==> config.mk <==
export PLATFORM = sky130hd
export DESIGN_NAME = adc_calibration_regs
export DESIGN_NICKNAME = d
export VERILOG_FILES = /design/src/rtl/adc_cal_pkg.sv /design/src/rtl/byte_walker.sv /design/src/rtl/adc_calibration_regs.sv
export SDC_FILE = /design/constraint.sdc
export NUM_CORES = 1
export LEC_CHECK = 0
export BUFFER_PORTS_ARGS = -buffer_cell sky130_fd_sc_hd__buf_4
export CORE_ASPECT_RATIO = 0.9
export CORE_MARGIN = 2
export CORE_UTILIZATION = 48
export DETAILED_ROUTE_END_ITERATION = 8
export GPL_ROUTABILITY_DRIVEN = 1
export GPL_TIMING_DRIVEN = 0
export MAX_ROUTING_LAYER = met4
export PLACE_DENSITY = 0.84
export SLEW_MARGIN = 20
export SYNTH_ARGS = -nofsm -noshare
export SYNTH_HDL_FRONTEND = slang
export SYNTH_SLANG_ARGS = --single-unit
==> constraint.sdc <==
create_clock -name clk -period 2.25 [get_ports clk]
set_input_delay 0.225 -clock clk [delete_from_list [all_inputs] [get_ports clk]]
set_output_delay 0.225 -clock clk [all_outputs]
set_load 0.01 [all_outputs]
==> src/rtl/adc_cal_pkg.sv <==
// Constants for the calibration coefficient store and control register.
// Assumes a serial port on the same clock that walks register bytes.
// How it works
// - Upper or middle control write raises result_valid_n.
// - Such write in calibration mode recalibrates first.
// - Lone low control byte write starts nothing.
// - Offset register 24 bits, self-calibrated after reset.
// - Offset makes zero input give zero output.
// - Positive coefficient sets positive gain slope.
// - Negative coefficient sets negative gain slope.
// - Gain coefficients self-calibrated after reset.
// - result_valid_n low means result ready.
// - Gain field bits 7..5, reset unity.
// - Byte order bit picks descending or ascending.
package adc_cal_pkg;
  localparam int COEFF_W = 24;
  localparam int BYTE_W = 8;
  localparam logic [1:0] SEL_CONTROL = 2'h0;
  localparam logic [1:0] SEL_OFFSET = 2'h1;
  localparam logic [1:0] SEL_POS_FS = 2'h2;
  localparam logic [1:0] SEL_NEG_FS = 2'h3;
  localparam logic [1:0] BYTE_LOW = 2'h0;
  localparam logic [1:0] BYTE_MID = 2'h1;
  localparam logic [1:0] BYTE_HIGH = 2'h2;
  localparam int MODE_LSB = 9;
  localparam int MODE_MSB = 11;
  localparam int BIPOLAR_BIT = 8;
  localparam int GAIN_LSB = 5;
  localparam int GAIN_MSB = 7;
  localparam int BYTE_ORDER_BIT = 2;
  localparam logic [2:0] MODE_NORMAL = 3'h0;
  localparam logic [2:0] MODE_SELF_CAL = 3'h1;
  localparam logic [2:0] GAIN_UNITY = 3'h0;
  localparam logic [23:0] CONTROL_RESET =
    24'h000000 | (24'(MODE_SELF_CAL) << MODE_LSB) | (24'h000001 << BIPOLAR_BIT);
  localparam logic [23:0] COEFF_RESET = 24'h000000;
endpackage : adc_cal_pkg

==> src/rtl/byte_walker.sv <==
// Byte pointer for one multi-byte register transfer.
// Assumes start and step are one-cycle pulses on clk.
`timescale 1ns/1ps
module byte_walker
(
  input  wire logic       clk,
  input  wire logic       rst_n,
  input  wire logic       start,
  input  wire logic       ascending,
  input  wire logic       step,
  output logic      [1:0] byte_idx
);
  logic asc_reg;

  always_ff @(posedge clk)
  begin
    if (!rst_n)
    begin
      byte_idx <= adc_cal_pkg::BYTE_HIGH;
      asc_reg  <= 1'b0;
    end
    else if (start)
    begin
      asc_reg  <= ascending;
      byte_idx <= ascending ? adc_cal_pkg::BYTE_LOW
                            : adc_cal_pkg::BYTE_HIGH;
    end
    else if (step)
    begin
      if (asc_reg)
        byte_idx <= (byte_idx == adc_cal_pkg::BYTE_HIGH)
                    ? adc_cal_pkg::BYTE_LOW : byte_idx + 2'h1;
      else
        byte_idx <= (byte_idx == adc_cal_pkg::BYTE_LOW)
                    ? adc_cal_pkg::BYTE_HIGH : byte_idx - 2'h1;
    end
  end
endmodule : byte_walker

==> src/rtl/adc_calibration_regs.sv <==
// Calibration coefficient store, control register and data-ready logic.
// Assumes the serial port, filter and calibration engine share clk.
`timescale 1ns/1ps
module adc_calibration_regs
(
  input  wire logic        clk,
  input  wire logic        rst_n,
  input  wire logic        xfer_start,
  input  wire logic [1:0]  xfer_sel,
  input  wire logic        xfer_end,
  input  wire logic        byte_wr,
  input  wire logic        byte_rd,
  input  wire logic [7:0]  wr_byte,
  output logic      [7:0]  rd_byte,
  output logic      [1:0]  byte_idx,
  input  wire logic        conv_done,
  input  wire logic        result_read_done,
  output logic             cal_start,
  input  wire logic        cal_done,
  input  wire logic [23:0] cal_offset,
  input  wire logic [23:0] cal_pos_fs,
  input  wire logic [23:0] cal_neg_fs,
  output logic             result_valid_n,
  output logic             cal_busy,
  output logic      [23:0] control_word,
  output logic      [2:0]  gain_select,
  output logic             byte_order_select,
  output logic      [23:0] offset_coeff_bits,
  output logic      [23:0] pos_fullscale_coeff_bits,
  output logic      [23:0] neg_fullscale_coeff_bits
);
  logic [1:0]  sel_reg;
  logic        upper_written_reg;
  logic        cal_pending_reg;
  logic        ctrl_upper_wr;
  logic [7:0]  rd_next;
  logic [23:0] sel_word;
  logic [2:0]  mode_now;

  byte_walker u_walker
  (
    .clk       (clk),
    .rst_n     (rst_n),
    .start     (xfer_start),
    .ascending (byte_order_select),
    .step      (byte_wr | byte_rd),
    .byte_idx  (byte_idx)
  );

  assign gain_select = control_word[adc_cal_pkg::GAIN_MSB:
                                    adc_cal_pkg::GAIN_LSB];
  assign byte_order_select = control_word[adc_cal_pkg::BYTE_ORDER_BIT];
  assign mode_now = control_word[adc_cal_pkg::MODE_MSB:
                                 adc_cal_pkg::MODE_LSB];
  assign ctrl_upper_wr = byte_wr && sel_reg == adc_cal_pkg::SEL_CONTROL
                         && byte_idx != adc_cal_pkg::BYTE_LOW;

  always_ff @(posedge clk)
  begin
    if (!rst_n)
      sel_reg <= adc_cal_pkg::SEL_CONTROL;
    else if (xfer_start)
      sel_reg <= xfer_sel;
  end

  // Byte writes into the four registers.
  always_ff @(posedge clk)
  begin
    if (!rst_n)
    begin
      control_word             <= adc_cal_pkg::CONTROL_RESET;
      offset_coeff_bits        <= adc_cal_pkg::COEFF_RESET;
      pos_fullscale_coeff_bits <= adc_cal_pkg::COEFF_RESET;
      neg_fullscale_coeff_bits <= adc_cal_pkg::COEFF_RESET;
    end
    else if (cal_done && cal_busy)
    begin
      offset_coeff_bits        <= cal_offset;
      pos_fullscale_coeff_bits <= cal_pos_fs;
      neg_fullscale_coeff_bits <= cal_neg_fs;
    end
    else if (byte_wr)
    begin
      case (sel_reg)
        adc_cal_pkg::SEL_CONTROL:
          control_word[byte_idx*8 +: 8] <= wr_byte;
        adc_cal_pkg::SEL_OFFSET:
          offset_coeff_bits[byte_idx*8 +: 8] <= wr_byte;
        adc_cal_pkg::SEL_POS_FS:
          pos_fullscale_coeff_bits[byte_idx*8 +: 8] <= wr_byte;
        adc_cal_pkg::SEL_NEG_FS:
          neg_fullscale_coeff_bits[byte_idx*8 +: 8] <= wr_byte;
        default:
          control_word <= control_word;
      endcase
    end
  end

  // Notes an upper or middle control byte written in this transfer.
  always_ff @(posedge clk)
  begin
    if (!rst_n)
      upper_written_reg <= 1'b0;
    else if (xfer_start || xfer_end)
      upper_written_reg <= 1'b0;
    else if (ctrl_upper_wr)
      upper_written_reg <= 1'b1;
  end

  // Calibration request after reset and after an upper control write outside normal mode.
  always_ff @(posedge clk)
  begin
    if (!rst_n)
      cal_pending_reg <= 1'b1;
    else if (xfer_end && (upper_written_reg || ctrl_upper_wr)
             && mode_now != adc_cal_pkg::MODE_NORMAL)
      cal_pending_reg <= 1'b1;
    else if (cal_start)
      cal_pending_reg <= 1'b0;
  end

  always_ff @(posedge clk)
  begin
    if (!rst_n)
      cal_busy <= 1'b0;
    else if (cal_start)
      cal_busy <= 1'b1;
    else if (cal_done)
      cal_busy <= 1'b0;
  end

  always_ff @(posedge clk)
  begin
    if (!rst_n)
      cal_start <= 1'b0;
    else
      cal_start <= cal_pending_reg && !cal_busy && !cal_start
                   && !xfer_start && sel_reg != adc_cal_pkg::SEL_CONTROL
                   || cal_pending_reg && !cal_busy && !cal_start
                   && !upper_written_reg;
  end

  // Active-low result indication.
  always_ff @(posedge clk)
  begin
    if (!rst_n)
      result_valid_n <= 1'b1;
    else if (ctrl_upper_wr)
      result_valid_n <= 1'b1;
    else if (cal_pending_reg || cal_busy)
      result_valid_n <= 1'b1;
    else if (conv_done)
      result_valid_n <= 1'b0;
    else if (result_read_done)
      result_valid_n <= 1'b1;
  end

  always_comb
  begin
    case (sel_reg)
      adc_cal_pkg::SEL_CONTROL: sel_word = control_word;
      adc_cal_pkg::SEL_OFFSET:  sel_word = offset_coeff_bits;
      adc_cal_pkg::SEL_POS_FS:  sel_word = pos_fullscale_coeff_bits;
      adc_cal_pkg::SEL_NEG_FS:  sel_word = neg_fullscale_coeff_bits;
      default:                  sel_word = control_word;
    endcase
    rd_next = (byte_idx == 2'h3) ? 8'h00 : sel_word[byte_idx*8 +: 8];
  end

  always_ff @(posedge clk)
  begin
    if (!rst_n)
      rd_byte <= 8'h00;
    else
      rd_byte <= rd_next;
  end
endmodule : adc_calibration_regs

==> impl_metrics.env, run 1 <==
export IMPL_status="complete, no violations"
export IMPL_wire_per_inst_um=21.8
export IMPL_synth_distinct_cells=46
export IMPL_num_antenna_cells=0
export IMPL_viasPerCell=6.10
export IMPL_drt_wl_total_um=21500
export IMPL_tightest_slew_ns=0.738
export IMPL_ys_async_sr_fraction_pct=0
export IMPL_max_clock_freq_ghz=0.460
export IMPL_synth_edf_count=0
export IMPL_syn_instance_count=594
export IMPL_p_leak_nw=4.09
export IMPL_rrSetupSlack_ns=0.07
export IMPL_setup_violations=0
export IMPL_grt_max_degree=17
export IMPL_required_ns=2.62
export IMPL_synthXorXnorAreaFrac_pct=0
export IMPL_clk_latency_ns=0.43
export IMPL_end_kind="register"
export IMPL_synth_most_common_cell="dfxtp_1"
export IMPL_vdd_drop_max_uv=471
export IMPL_start_util_pct=48.6
export IMPL_antenna_left=0
export IMPL_post_dp_hpwl_um=16200
export IMPL_core_area_um2=11900
export IMPL_num_io_pins=204
export IMPL_critPathKind="register to register"
export IMPL_grt_pass1_vias=5805
export IMPL_drive_gt1_share_pct=36.9
export IMPL_max_slew_margin_pct=50.4
export IMPL_arrival_ns=2.55
export IMPL_yosys_top_cells_count="dfxtp_1, nand3_1, nand2_1"
export IMPL_hold_end="control_word[0]"
export IMPL_regToRegEndpoint="neg_fullscale_coeff_bits[3]"
export IMPL_yosys_area_top_type_share_pct=39.5
export IMPL_synth_top_family_by_area="simple AND/OR/NAND/NOR gates"
export IMPL_finalNonFillerCells=987
export IMPL_cp_start_kind="register"
export IMPL_drt_pass1_iter_count=5
export IMPL_rsz0062_at_grt="yes"
export IMPL_cts_tree="built"
export IMPL_synthSimpleGateAreaFrac_pct=21.6
export IMPL_grt_ovfl_total=0
export IMPL_synth_ff_type="dfxtp_1"
export IMPL_grt_first_pass_wirelength_um=32300
export IMPL_synth_nets=690
export IMPL_p_per_area_nw_per_um2=728
export IMPL_syn_area_um2=5780
export IMPL_nFillCells=953
export IMPL_ys_ff_latch=114
export IMPL_hp_start="wr_byte[0]"
export IMPL_power_mw=5.87
export IMPL_drtIter0Drc=699
export IMPL_final_area_um2=8070
export IMPL_grt_use_total_pct=34.1
export IMPL_final_nets=912
export IMPL_cp_cell_sequence="inv_1 > ha_1 > nor3b_2 > buf_2 > nand3_1 > nand3_1 > o211a_1"
export IMPL_rr_worst_depth=7
export IMPL_critPathMaxStageDelay_ns=0.46
export IMPL_skew_ns=0.00910
export IMPL_min_period_over_period_pct=96.7
export IMPL_dpl_cell_area_um2=7500
export IMPL_cap_viol_max_count=0
export IMPL_synthMuxAreaShare_pct=10.2
export IMPL_finalWeightedCongestion=0.940
export IMPL_drc=0
export IMPL_die_h_um=108
export IMPL_clockBufferDepth=2
export IMPL_r2r_start="u_walker.byte_idx[0]"
export IMPL_path_max_fanout=10
export IMPL_postSynthAreaPerCell_um2=9.73
export IMPL_hold_class="input pin to register"
export IMPL_synth_area_leader_cell="dfxtp_1"
export IMPL_hold_depth=3
export IMPL_cpMostUsedCell="nand3_1"
export IMPL_syn2layout_area_growth_pct=39.6
export IMPL_vias=6017
export IMPL_root_buffer="clkbuf_16"
export IMPL_synth_warnings=0
export IMPL_clk_pin_slew_worst_paths_ns=0.06
export IMPL_rows=38
export IMPL_htreeDepth=4
export IMPL_synth_compound_area_share_pct=21.1
export IMPL_synth_area_leaders="dfxtp_1, o211a_1, mux4_2"
export IMPL_cts_inserted_buffers=17
export IMPL_cp_slowest_cell="dfxtp_2"
export IMPL_cts_sinks=114
export IMPL_finalHoldViolCount=0
export IMPL_placedCellCount=956
export IMPL_yosys_area_share_adder_pct=1.08
export IMPL_fin_crit_ns=2.18
export IMPL_antenna_found_initial=0
export IMPL_die_x_um=120
export IMPL_drv_slew=0
export IMPL_yosysSeqAreaShare_pct=39.5
export IMPL_dieArea_um2=12900
export IMPL_port_buffers=202
==> critical path, delay by kind of cell (launching register included) <==
| kind | cells | cell delay [ns] |
|---|---|---|
| adder cells (fa/ha/maj) | 1 | 0.38 |
| AO/OA/AOI/OAI | 1 | 0.14 |
| flip-flops | 1 | 0.46 |
| AND/OR/NAND/NOR | 3 | 0.71 |
| buffers and inverters | 2 | 0.43 |
==> cells in the final DEF, fill, tap and decap left out, types with 3 or more instances in the layout <==
master,count
a21boi_1,6
a31oi_1,4
a32oi_1,4
and2_1,9
buf_2,9
buf_4,225
buf_6,3
clkbuf_1,17
clkbuf_16,17
clkbuf_8,4
clkinv_2,3
dfxtp_1,113
ha_1,5
inv_1,18
mux2i_1,4
mux4_2,22
nand2_1,94
nand2b_1,6
nand3_1,95
nand4_1,8
nor2_1,6
nor2b_1,16
o211a_1,73
o211ai_1,3
o21ai_2,3
o21ai_4,6
o221ai_1,8
o2bb2ai_1,8
o31a_1,4
==> final cells by class <==
type / count / area [µm²] / share of cell area, %
repair buffers: 203 / 1530 / 18.9
well taps: 160 / 200 / 2.48
multi-input cells: 411 / 3130 / 38.8
clock buffers: 25 / 495 / 6.14
flip-flops and latches: 114 / 2280 / 28.3
clock inverters: 5 / 52.6 / 0.651
inverters: 19 / 71.3 / 0.884
plain buffers: 50 / 308 / 3.81
==> power by group <==
part | switching, mW | internal [mW] | total (mW)
clock | 0.933 | 1.61 | 2.55
combinational | 0.554 | 0.507 | 1.06
sequential | 0.120 | 2.15 | 2.27
==> worst max path at each step <==
stage,from,endpoint,slack (ns),depth (start not counted)
after global routing,u_walker.byte_idx[1],pos_fullscale_coeff_bits[3],-0.02,7
after floorplan,u_walker.byte_idx[0],control_word[13],0.35,7
after global placement,u_walker.byte_idx[0],control_word[10],-0.11,7
after CTS,u_walker.byte_idx[0],neg_fullscale_coeff_bits[3],0.005,7
after detailed placement,u_walker.byte_idx[0],control_word[10],-0.15,7
final,u_walker.byte_idx[0],neg_fullscale_coeff_bits[3],0.07,7
==> stage by stage <==
step	util (%)	setup WS, ns	setup TNS (ns)	hold slack (ns)
after floorplan	-	0.350	0	0.304
after global placement	63.1	-0.113	-0.527	0.405
after CTS	67.8	0.00472	0	0.101
after detailed placement	63.1	-0.146	-1.37	0.415
after global routing	67.9	-0.0231	-0.0874	0.124
final	67.9	0.0737	0	0.112
==> logic make-up after synthesis <==
group,Yosys count
AOI/OAI and AO/OA,127
and+or+nand+nor,251
muxes,28
DFF,114
adders and majority gates,5
buffers and inverters,69
==> what timing repair did <==
| action | 4_1_cts | 5_1_grt |
|---|---|---|
| gates resized for setup | 1 | 5 |
| hold buffers | 1 | 0 |
| setup endpoints to repair | 19 | 58 |
| hold endpoints to repair | 1 | 0 |
| buffers inserted | 0 | 0 |
| pin swaps | 0 | 1 |
==> per-layer routing <==
metal  share of wire [%]  GRT usage [%]
met1                  41           45.2
met2                  46           51.9
met3                  10           8.07
met4                 2.3           10.9
met5                   0              -
No activity file was read; power rests on OpenSTA's default activity.
==> run 2, diff against run 1 <==
--- a/config.mk
+++ b/config.mk
@@ -17,4 +17,5 @@
 export SLEW_MARGIN = 20
 export SYNTH_ARGS = -nofsm -noshare
 export SYNTH_HDL_FRONTEND = slang
+export SYNTH_HIERARCHICAL = 1
 export SYNTH_SLANG_ARGS = --single-unit
==> impl_metrics.env, run 2 <==
export IMPL_status="complete, no violations"
export IMPL_cp_start_kind="register"
export IMPL_clk_pin_slew_worst_paths_ns=0.05
export IMPL_grt_ovfl_total=0
export IMPL_required_ns=2.53
export IMPL_antenna_found_initial=0
export IMPL_fin_crit_ns=2.12
export IMPL_rr_worst_depth=7
export IMPL_switchingPower_mw=1.63
export IMPL_grt_util_met3_pct=9.65
export IMPL_setup_ws_ns=0.130
export IMPL_rrSetupSlack_ns=0.13
export IMPL_viasPerCell=6.47
export IMPL_drv_slew=0
export IMPL_critPathKind="register to register"
export IMPL_end_kind="register"
export IMPL_htreeDepth=4
export IMPL_dpl_cell_area_um2=7650
export IMPL_cp_depth=7
export IMPL_syn_area_um2=5940
export IMPL_p_clk_share_pct=43.5
export IMPL_final_nets=953
export IMPL_final_util_pct=68.1
export IMPL_synth_compound_area_share_pct=25.3
export IMPL_dieArea_um2=13300
export IMPL_num_io_pins=204
export IMPL_synth_top_family_by_area="compound AO/OA/AOI/OAI gates"
export IMPL_vias=6630
export IMPL_rsz0062_at_grt="no"
export IMPL_max_slew_margin_pct=52.8
export IMPL_synth_most_common_cell="dfxtp_1"
export IMPL_placedCellCount=993
export IMPL_finalHoldViolCount=0
export IMPL_r2r_start="u_walker/byte_idx[0]"
export IMPL_clk_latency_ns=0.42
export IMPL_drc=0
export IMPL_worst_path_buf_inv=3
export IMPL_swShare_pct=27.4
export IMPL_antenna_left=0
export IMPL_die_h_um=110
export IMPL_hold_slack_ns=0.0416
export IMPL_hold_depth=2
export IMPL_synthXorXnorAreaFrac_pct=0
export IMPL_yosys_top_cells_count="dfxtp_1, nand2_1, o31ai_1"
export IMPL_grt_first_pass_wirelength_um=35500
export IMPL_max_clock_freq_ghz=0.472
export IMPL_vdd_drop_max_uv=532
export IMPL_p_per_area_nw_per_um2=723
export IMPL_grt_use_total_pct=36.8
export IMPL_syn_instance_count=631
export IMPL_final_area_um2=8230
export IMPL_port_buffers=202
export IMPL_place_ws_ns=-0.107
export IMPL_synth_area_leader_cell="dfxtp_1"
export IMPL_cpLargestDelayFamily="buffers and inverters"
export IMPL_hp_start="xfer_start"
export IMPL_synthSimpleGateAreaFrac_pct=14.9
export IMPL_skew_ns=0.00722
export IMPL_synth_edf_count=0
export IMPL_cp_cell_sequence="inv_1 > ha_1 > and4b_1 > buf_2 > or2_0 > clkbuf_1 > a31oi_1"
export IMPL_drtIter0Drc=1146
export IMPL_finalWeightedCongestion=0.974
export IMPL_drt_wl_total_um=23600
export IMPL_ff_latch_area_um2=2290
export IMPL_synth_distinct_cells=46
export IMPL_power_internal_mw=4.32
export IMPL_tightest_slew_ns=0.708
export IMPL_endpoint="pos_fullscale_coeff_bits[18]"
export IMPL_busiest_layer="met2"
export IMPL_ys_ff_latch=114
export IMPL_finalNonFillerCells=1024
export IMPL_rows=38
export IMPL_multi_input_area_um2=3090
export IMPL_synth_warnings=6
export IMPL_yosysSeqAreaShare_pct=38.4
export IMPL_cp_slowest_cell="dfxtp_4"
export IMPL_path_max_fanout=12
export IMPL_p_leak_nw=3.59
export IMPL_power_frac_comb_pct=18.4
export IMPL_grtUsageMet1_pct=47.2
export IMPL_syn2layout_area_growth_pct=38.6
export IMPL_yosys_area_top_type_share_pct=38.4
export IMPL_startpoint="u_walker/byte_idx[0]"
export IMPL_cts_tree="built"
export IMPL_synthMuxAreaShare_pct=10.1
export IMPL_start_util_pct=49.2
export IMPL_clockBufferDepth=2
export IMPL_synth_nets=730
export IMPL_final_cell_mix="buf_4, dfxtp_1, nand2_1, o31ai_1, a31oi_1"
export IMPL_met2_usage_pct=54.5
export IMPL_cap_viol_max_count=0
export IMPL_min_period_over_period_pct=94.2
export IMPL_postSynthAreaPerCell_um2=9.41
export IMPL_setup_violations=0
export IMPL_cts_sinks=114
export IMPL_synth_ff_type="dfxtp_1"
export IMPL_p_seq_share_pct=38.0
export IMPL_hold_class="input pin to register"
export IMPL_root_buffer="clkbuf_16"
export IMPL_wire_per_inst_um=23.1
export IMPL_num_antenna_cells=0
export IMPL_post_dp_hpwl_um=17000
export IMPL_grt_max_degree=17
export IMPL_finalSetupTns_ns=0
export IMPL_arrival_ns=2.40
export IMPL_synth_area_leaders="dfxtp_1, o31ai_1, a31oi_1"
export IMPL_regToRegEndpoint="pos_fullscale_coeff_bits[18]"
export IMPL_final_common_cell="buf_4"
export IMPL_drive_gt1_share_pct=36.7
export IMPL_core_area_um2=12100
export IMPL_die_x_um=121
export IMPL_yosys_area_share_adder_pct=1.69
export IMPL_nFillCells=983
export IMPL_cts_inserted_buffers=17
export IMPL_critPathMaxStageDelay_ns=0.39
export IMPL_ys_async_sr_fraction_pct=0
export IMPL_grt_pass1_vias=6395
export IMPL_drt_pass1_iter_count=6
export IMPL_power_mw=5.95
==> run 2: cell count changes after synthesis, sizes merged, moves of 16 or more <==
cell and delta:
nand3 -73, o211a -73, buf +20, a21boi +17, nand4 +16, a31oi +68
o31ai +72
==> run 2: cell families after synthesis <==
| family | Yosys count |
|---|---|
| mux | 28 |
| compound gates | 216 |
| flops | 114 |
| simple gates | 168 |
| buf+inv | 97 |
| fa+ha+maj | 8 |
==> run 2: worst min-delay path by stage <==
stage	slack (ns)	end
6_report	0.04	u_walker/byte_idx[0]
5_1_grt	0.06	u_walker/byte_idx[0]
4_1_cts	0.04	u_walker/byte_idx[0]
3_5_place_dp	0.42	upper_written_reg
3_3_place_gp	0.41	upper_written_reg
2_1_floorplan	0.29	u_walker/byte_idx[0]
==> run 2: timing repair <==
action / in CTS / in global routing
setup endpoints to repair: 21 / 20
buffers inserted: 0 / 1
resized for setup: 1 / 3
hold buffers: 1 / 0
pin swaps: 0 / 1
endpoints found under the hold margin: 1 / 0
==> run 2: power by group through the flow <==
stage / clock network (mW) / logic (mW) / registers, mW
after global routing: 2.68 / 1.16 / 2.27
after CTS: 2.57 / 1.07 / 2.26
after floorplan: 0 / 0.510 / 2.32
after global placement: 0 / 1.04 / 2.30
after detailed placement: 0 / 1.05 / 2.30
final: 2.59 / 1.10 / 2.26
==> run 2: layout make-up <==
cell class	count	area share, %
Buffer	73	5.81
Clock buffer	23	5.69
Clock inverter	6	1.00
Inverter	24	1.09
Multi-Input combinational cell	420	37.5
Sequential cell	114	27.8
Tap cell	160	2.43
Timing Repair Buffer	204	18.6
==> run 2: per-layer routing <==
| layer | vias to the layer above | wire length (µm) |
|---|---|---|
| met5 | - | 0 |
| met4 | 0 | 1030 |
| met1 | 3098 | 8760 |
| met3 | 92 | 3420 |
| met2 | 582 | 10400 |
| li1 | 2858 | - |
==> run 3, diff against run 2 <==
--- a/config.mk
+++ b/config.mk
@@ -9,9 +9,9 @@
 export CORE_ASPECT_RATIO = 0.9
 export CORE_MARGIN = 2
 export CORE_UTILIZATION = 48
+export CTS_BUF_LIST = sky130_fd_sc_hd__clkbuf_2
 export DETAILED_ROUTE_END_ITERATION = 8
 export GPL_ROUTABILITY_DRIVEN = 1
-export GPL_TIMING_DRIVEN = 0
 export MAX_ROUTING_LAYER = met4
 export PLACE_DENSITY = 0.84
 export SLEW_MARGIN = 20
==> impl_metrics.env, run 3 (same netlist as run 2, synthesis figures left out) <==
export IMPL_grt_use_total_pct=34.9
export IMPL_finalSetupTns_ns=0
export IMPL_path_max_fanout=9
export IMPL_p_per_area_nw_per_um2=538
export IMPL_cts_sinks=114
export IMPL_antenna_found_initial=0
export IMPL_final_cell_mix="buf_4, dfxtp_1, dlygate4sd3_1, nand2_1, o31ai_1"
export IMPL_p_leak_nw=3.62
export IMPL_grt_first_pass_wirelength_um=34600
export IMPL_drt_wl_total_um=22700
export IMPL_cp_slowest_cell="and4b_1"
export IMPL_tightest_slew_ns=0.649
export IMPL_hold_class="input pin to register"
export IMPL_die_h_um=110
export IMPL_vias=6708
export IMPL_arrival_ns=2.65
export IMPL_cts_inserted_buffers=17
export IMPL_start_util_pct=49.2
export IMPL_placedCellCount=946
export IMPL_drv_slew=0
export IMPL_min_period_over_period_pct=94.9
export IMPL_root_buffer="clkbuf_2"
export IMPL_critPathMaxStageDelay_ns=0.50
export IMPL_finalHoldViolCount=0
export IMPL_grt_pass1_vias=6488
export IMPL_critPathKind="register to register"
export IMPL_drtIter0Drc=862
export IMPL_cap_viol_max_count=0
export IMPL_drive_gt1_share_pct=32.0
export IMPL_num_io_pins=204
export IMPL_end_kind="register"
export IMPL_syn2layout_area_growth_pct=42.8
export IMPL_wire_per_inst_um=21.3
export IMPL_required_ns=2.77
export IMPL_grt_max_degree=67
export IMPL_htreeDepth=4
export IMPL_drc=0
export IMPL_max_slew_margin_pct=56.7
export IMPL_vdd_drop_max_uv=488
export IMPL_cts_tree="built"
export IMPL_post_dp_hpwl_um=15300
export IMPL_dieArea_um2=13300
export IMPL_rows=38
export IMPL_finalWeightedCongestion=0.897
export IMPL_rsz0062_at_grt="no"
export IMPL_final_util_pct=70.2
export IMPL_fin_crit_ns=2.13
export IMPL_ff_latch_area_um2=2290
export IMPL_post_cts_buffers=0
export IMPL_skew_ns=0.0336
export IMPL_clockBufferDepth=2
export IMPL_nFillCells=915
export IMPL_cp_start_kind="register"
export IMPL_core_area_um2=12100
export IMPL_port_buffers=203
export IMPL_status="complete, no violations"
export IMPL_final_common_cell="buf_4"
export IMPL_antenna_left=0
export IMPL_multi_input_area_um2=3100
export IMPL_clk_latency_ns=0.67
export IMPL_finalNonFillerCells=1067
export IMPL_cp_cell_sequence="ha_1 > and4b_1 > or2_0 > a31oi_1"
export IMPL_clk_pin_slew_worst_paths_ns=0.16
export IMPL_die_x_um=121
export IMPL_grt_ovfl_total=0
export IMPL_max_clock_freq_ghz=0.469
export IMPL_cpLargestDelayFamily="simple AND/OR/NAND/NOR gates"
export IMPL_worst_path_buf_inv=0
export IMPL_setup_violations=0
export IMPL_num_antenna_cells=0
export IMPL_final_nets=993
export IMPL_drt_pass1_iter_count=8
export IMPL_viasPerCell=6.29
==> run 3: cell count changes in the layout (fill, tap and decap cells not counted), sizes merged <==
cell / delta
dlygate4sd3: +88
buf: -31
clkinvlp: +2
clkinv: +7
bufinv: -1
clkbuf: -22
==> run 3: worst paths after layout <==
kind | from | endpoint | slack, ns | depth (start not counted)
setup / recovery | u_walker/byte_idx[1] | pos_fullscale_coeff_bits[21] | 0.12 | 4
hold / removal | byte_wr | control_word[2] | 0.13 | 4
setup reg to reg | u_walker/byte_idx[1] | pos_fullscale_coeff_bits[21] | 0.12 | 4
hold reg to reg | cal_pending_reg | result_valid_n | 0.50 | 2
==> run 3: worst reg2reg max path, cell delays in order, from the launching register on <==
cell	delay, ns
dfxtp_1	0.49
ha_1	0.38
and4b_1	0.50
or2_0	0.49
a31oi_1	0.16
==> run 3: area by class of cell <==
| type | instances | area share [%] |
|---|---|---|
| clock buffers | 18 | 1.06 |
| clock inverters | 14 | 1.15 |
| inverters | 24 | 1.06 |
| multi-input cells | 420 | 36.5 |
| flip-flops and latches | 114 | 27.0 |
| well taps | 160 | 2.36 |
| repair buffers | 317 | 30.8 |
==> run 3: timing repair <==
action / in CTS / in global routing
hold buffers: 89 / 0
gates resized for setup: 0 / 4
endpoints found under the hold margin: 106 / 0
endpoints found under the setup margin: 0 / 31
==> run 3: report_power, final <==
part / leakage, nW / switching, mW / total (mW) / internal (mW)
combinational: 2.58 / 0.555 / 1.13 / 0.577
clock: 0.119 / 0.770 / 1.14 / 0.373
sequential: 0.928 / 0.140 / 2.28 / 2.14
==> run 3: metal layers <==
metal	vias to the layer above	share of wire [%]	GRT usage [%]
met5	-	0	-
met4	0	4.6	15.9
met3	99	11	9.34
met2	498	47	55.6
met1	3168	37	41.7
li1	2943	-	-
==> run 3: through the flow <==
| step | cell area (µm²) | power [mW] | setup WS, ns | hold WS, ns |
|---|---|---|---|---|
| after floorplan | 5940 | 2.83 | 0.272 | 0.294 |
| final | 8480 | 4.56 | 0.116 | 0.133 |
| after global placement | 7390 | 3.27 | 0.174 | 0.405 |
| after detailed placement | 7390 | 3.29 | 0.117 | 0.420 |
| after CTS | 8470 | 4.52 | 0.100 | 0.0823 |
| after global routing | 8480 | 4.73 | 0.00712 | 0.0904 |
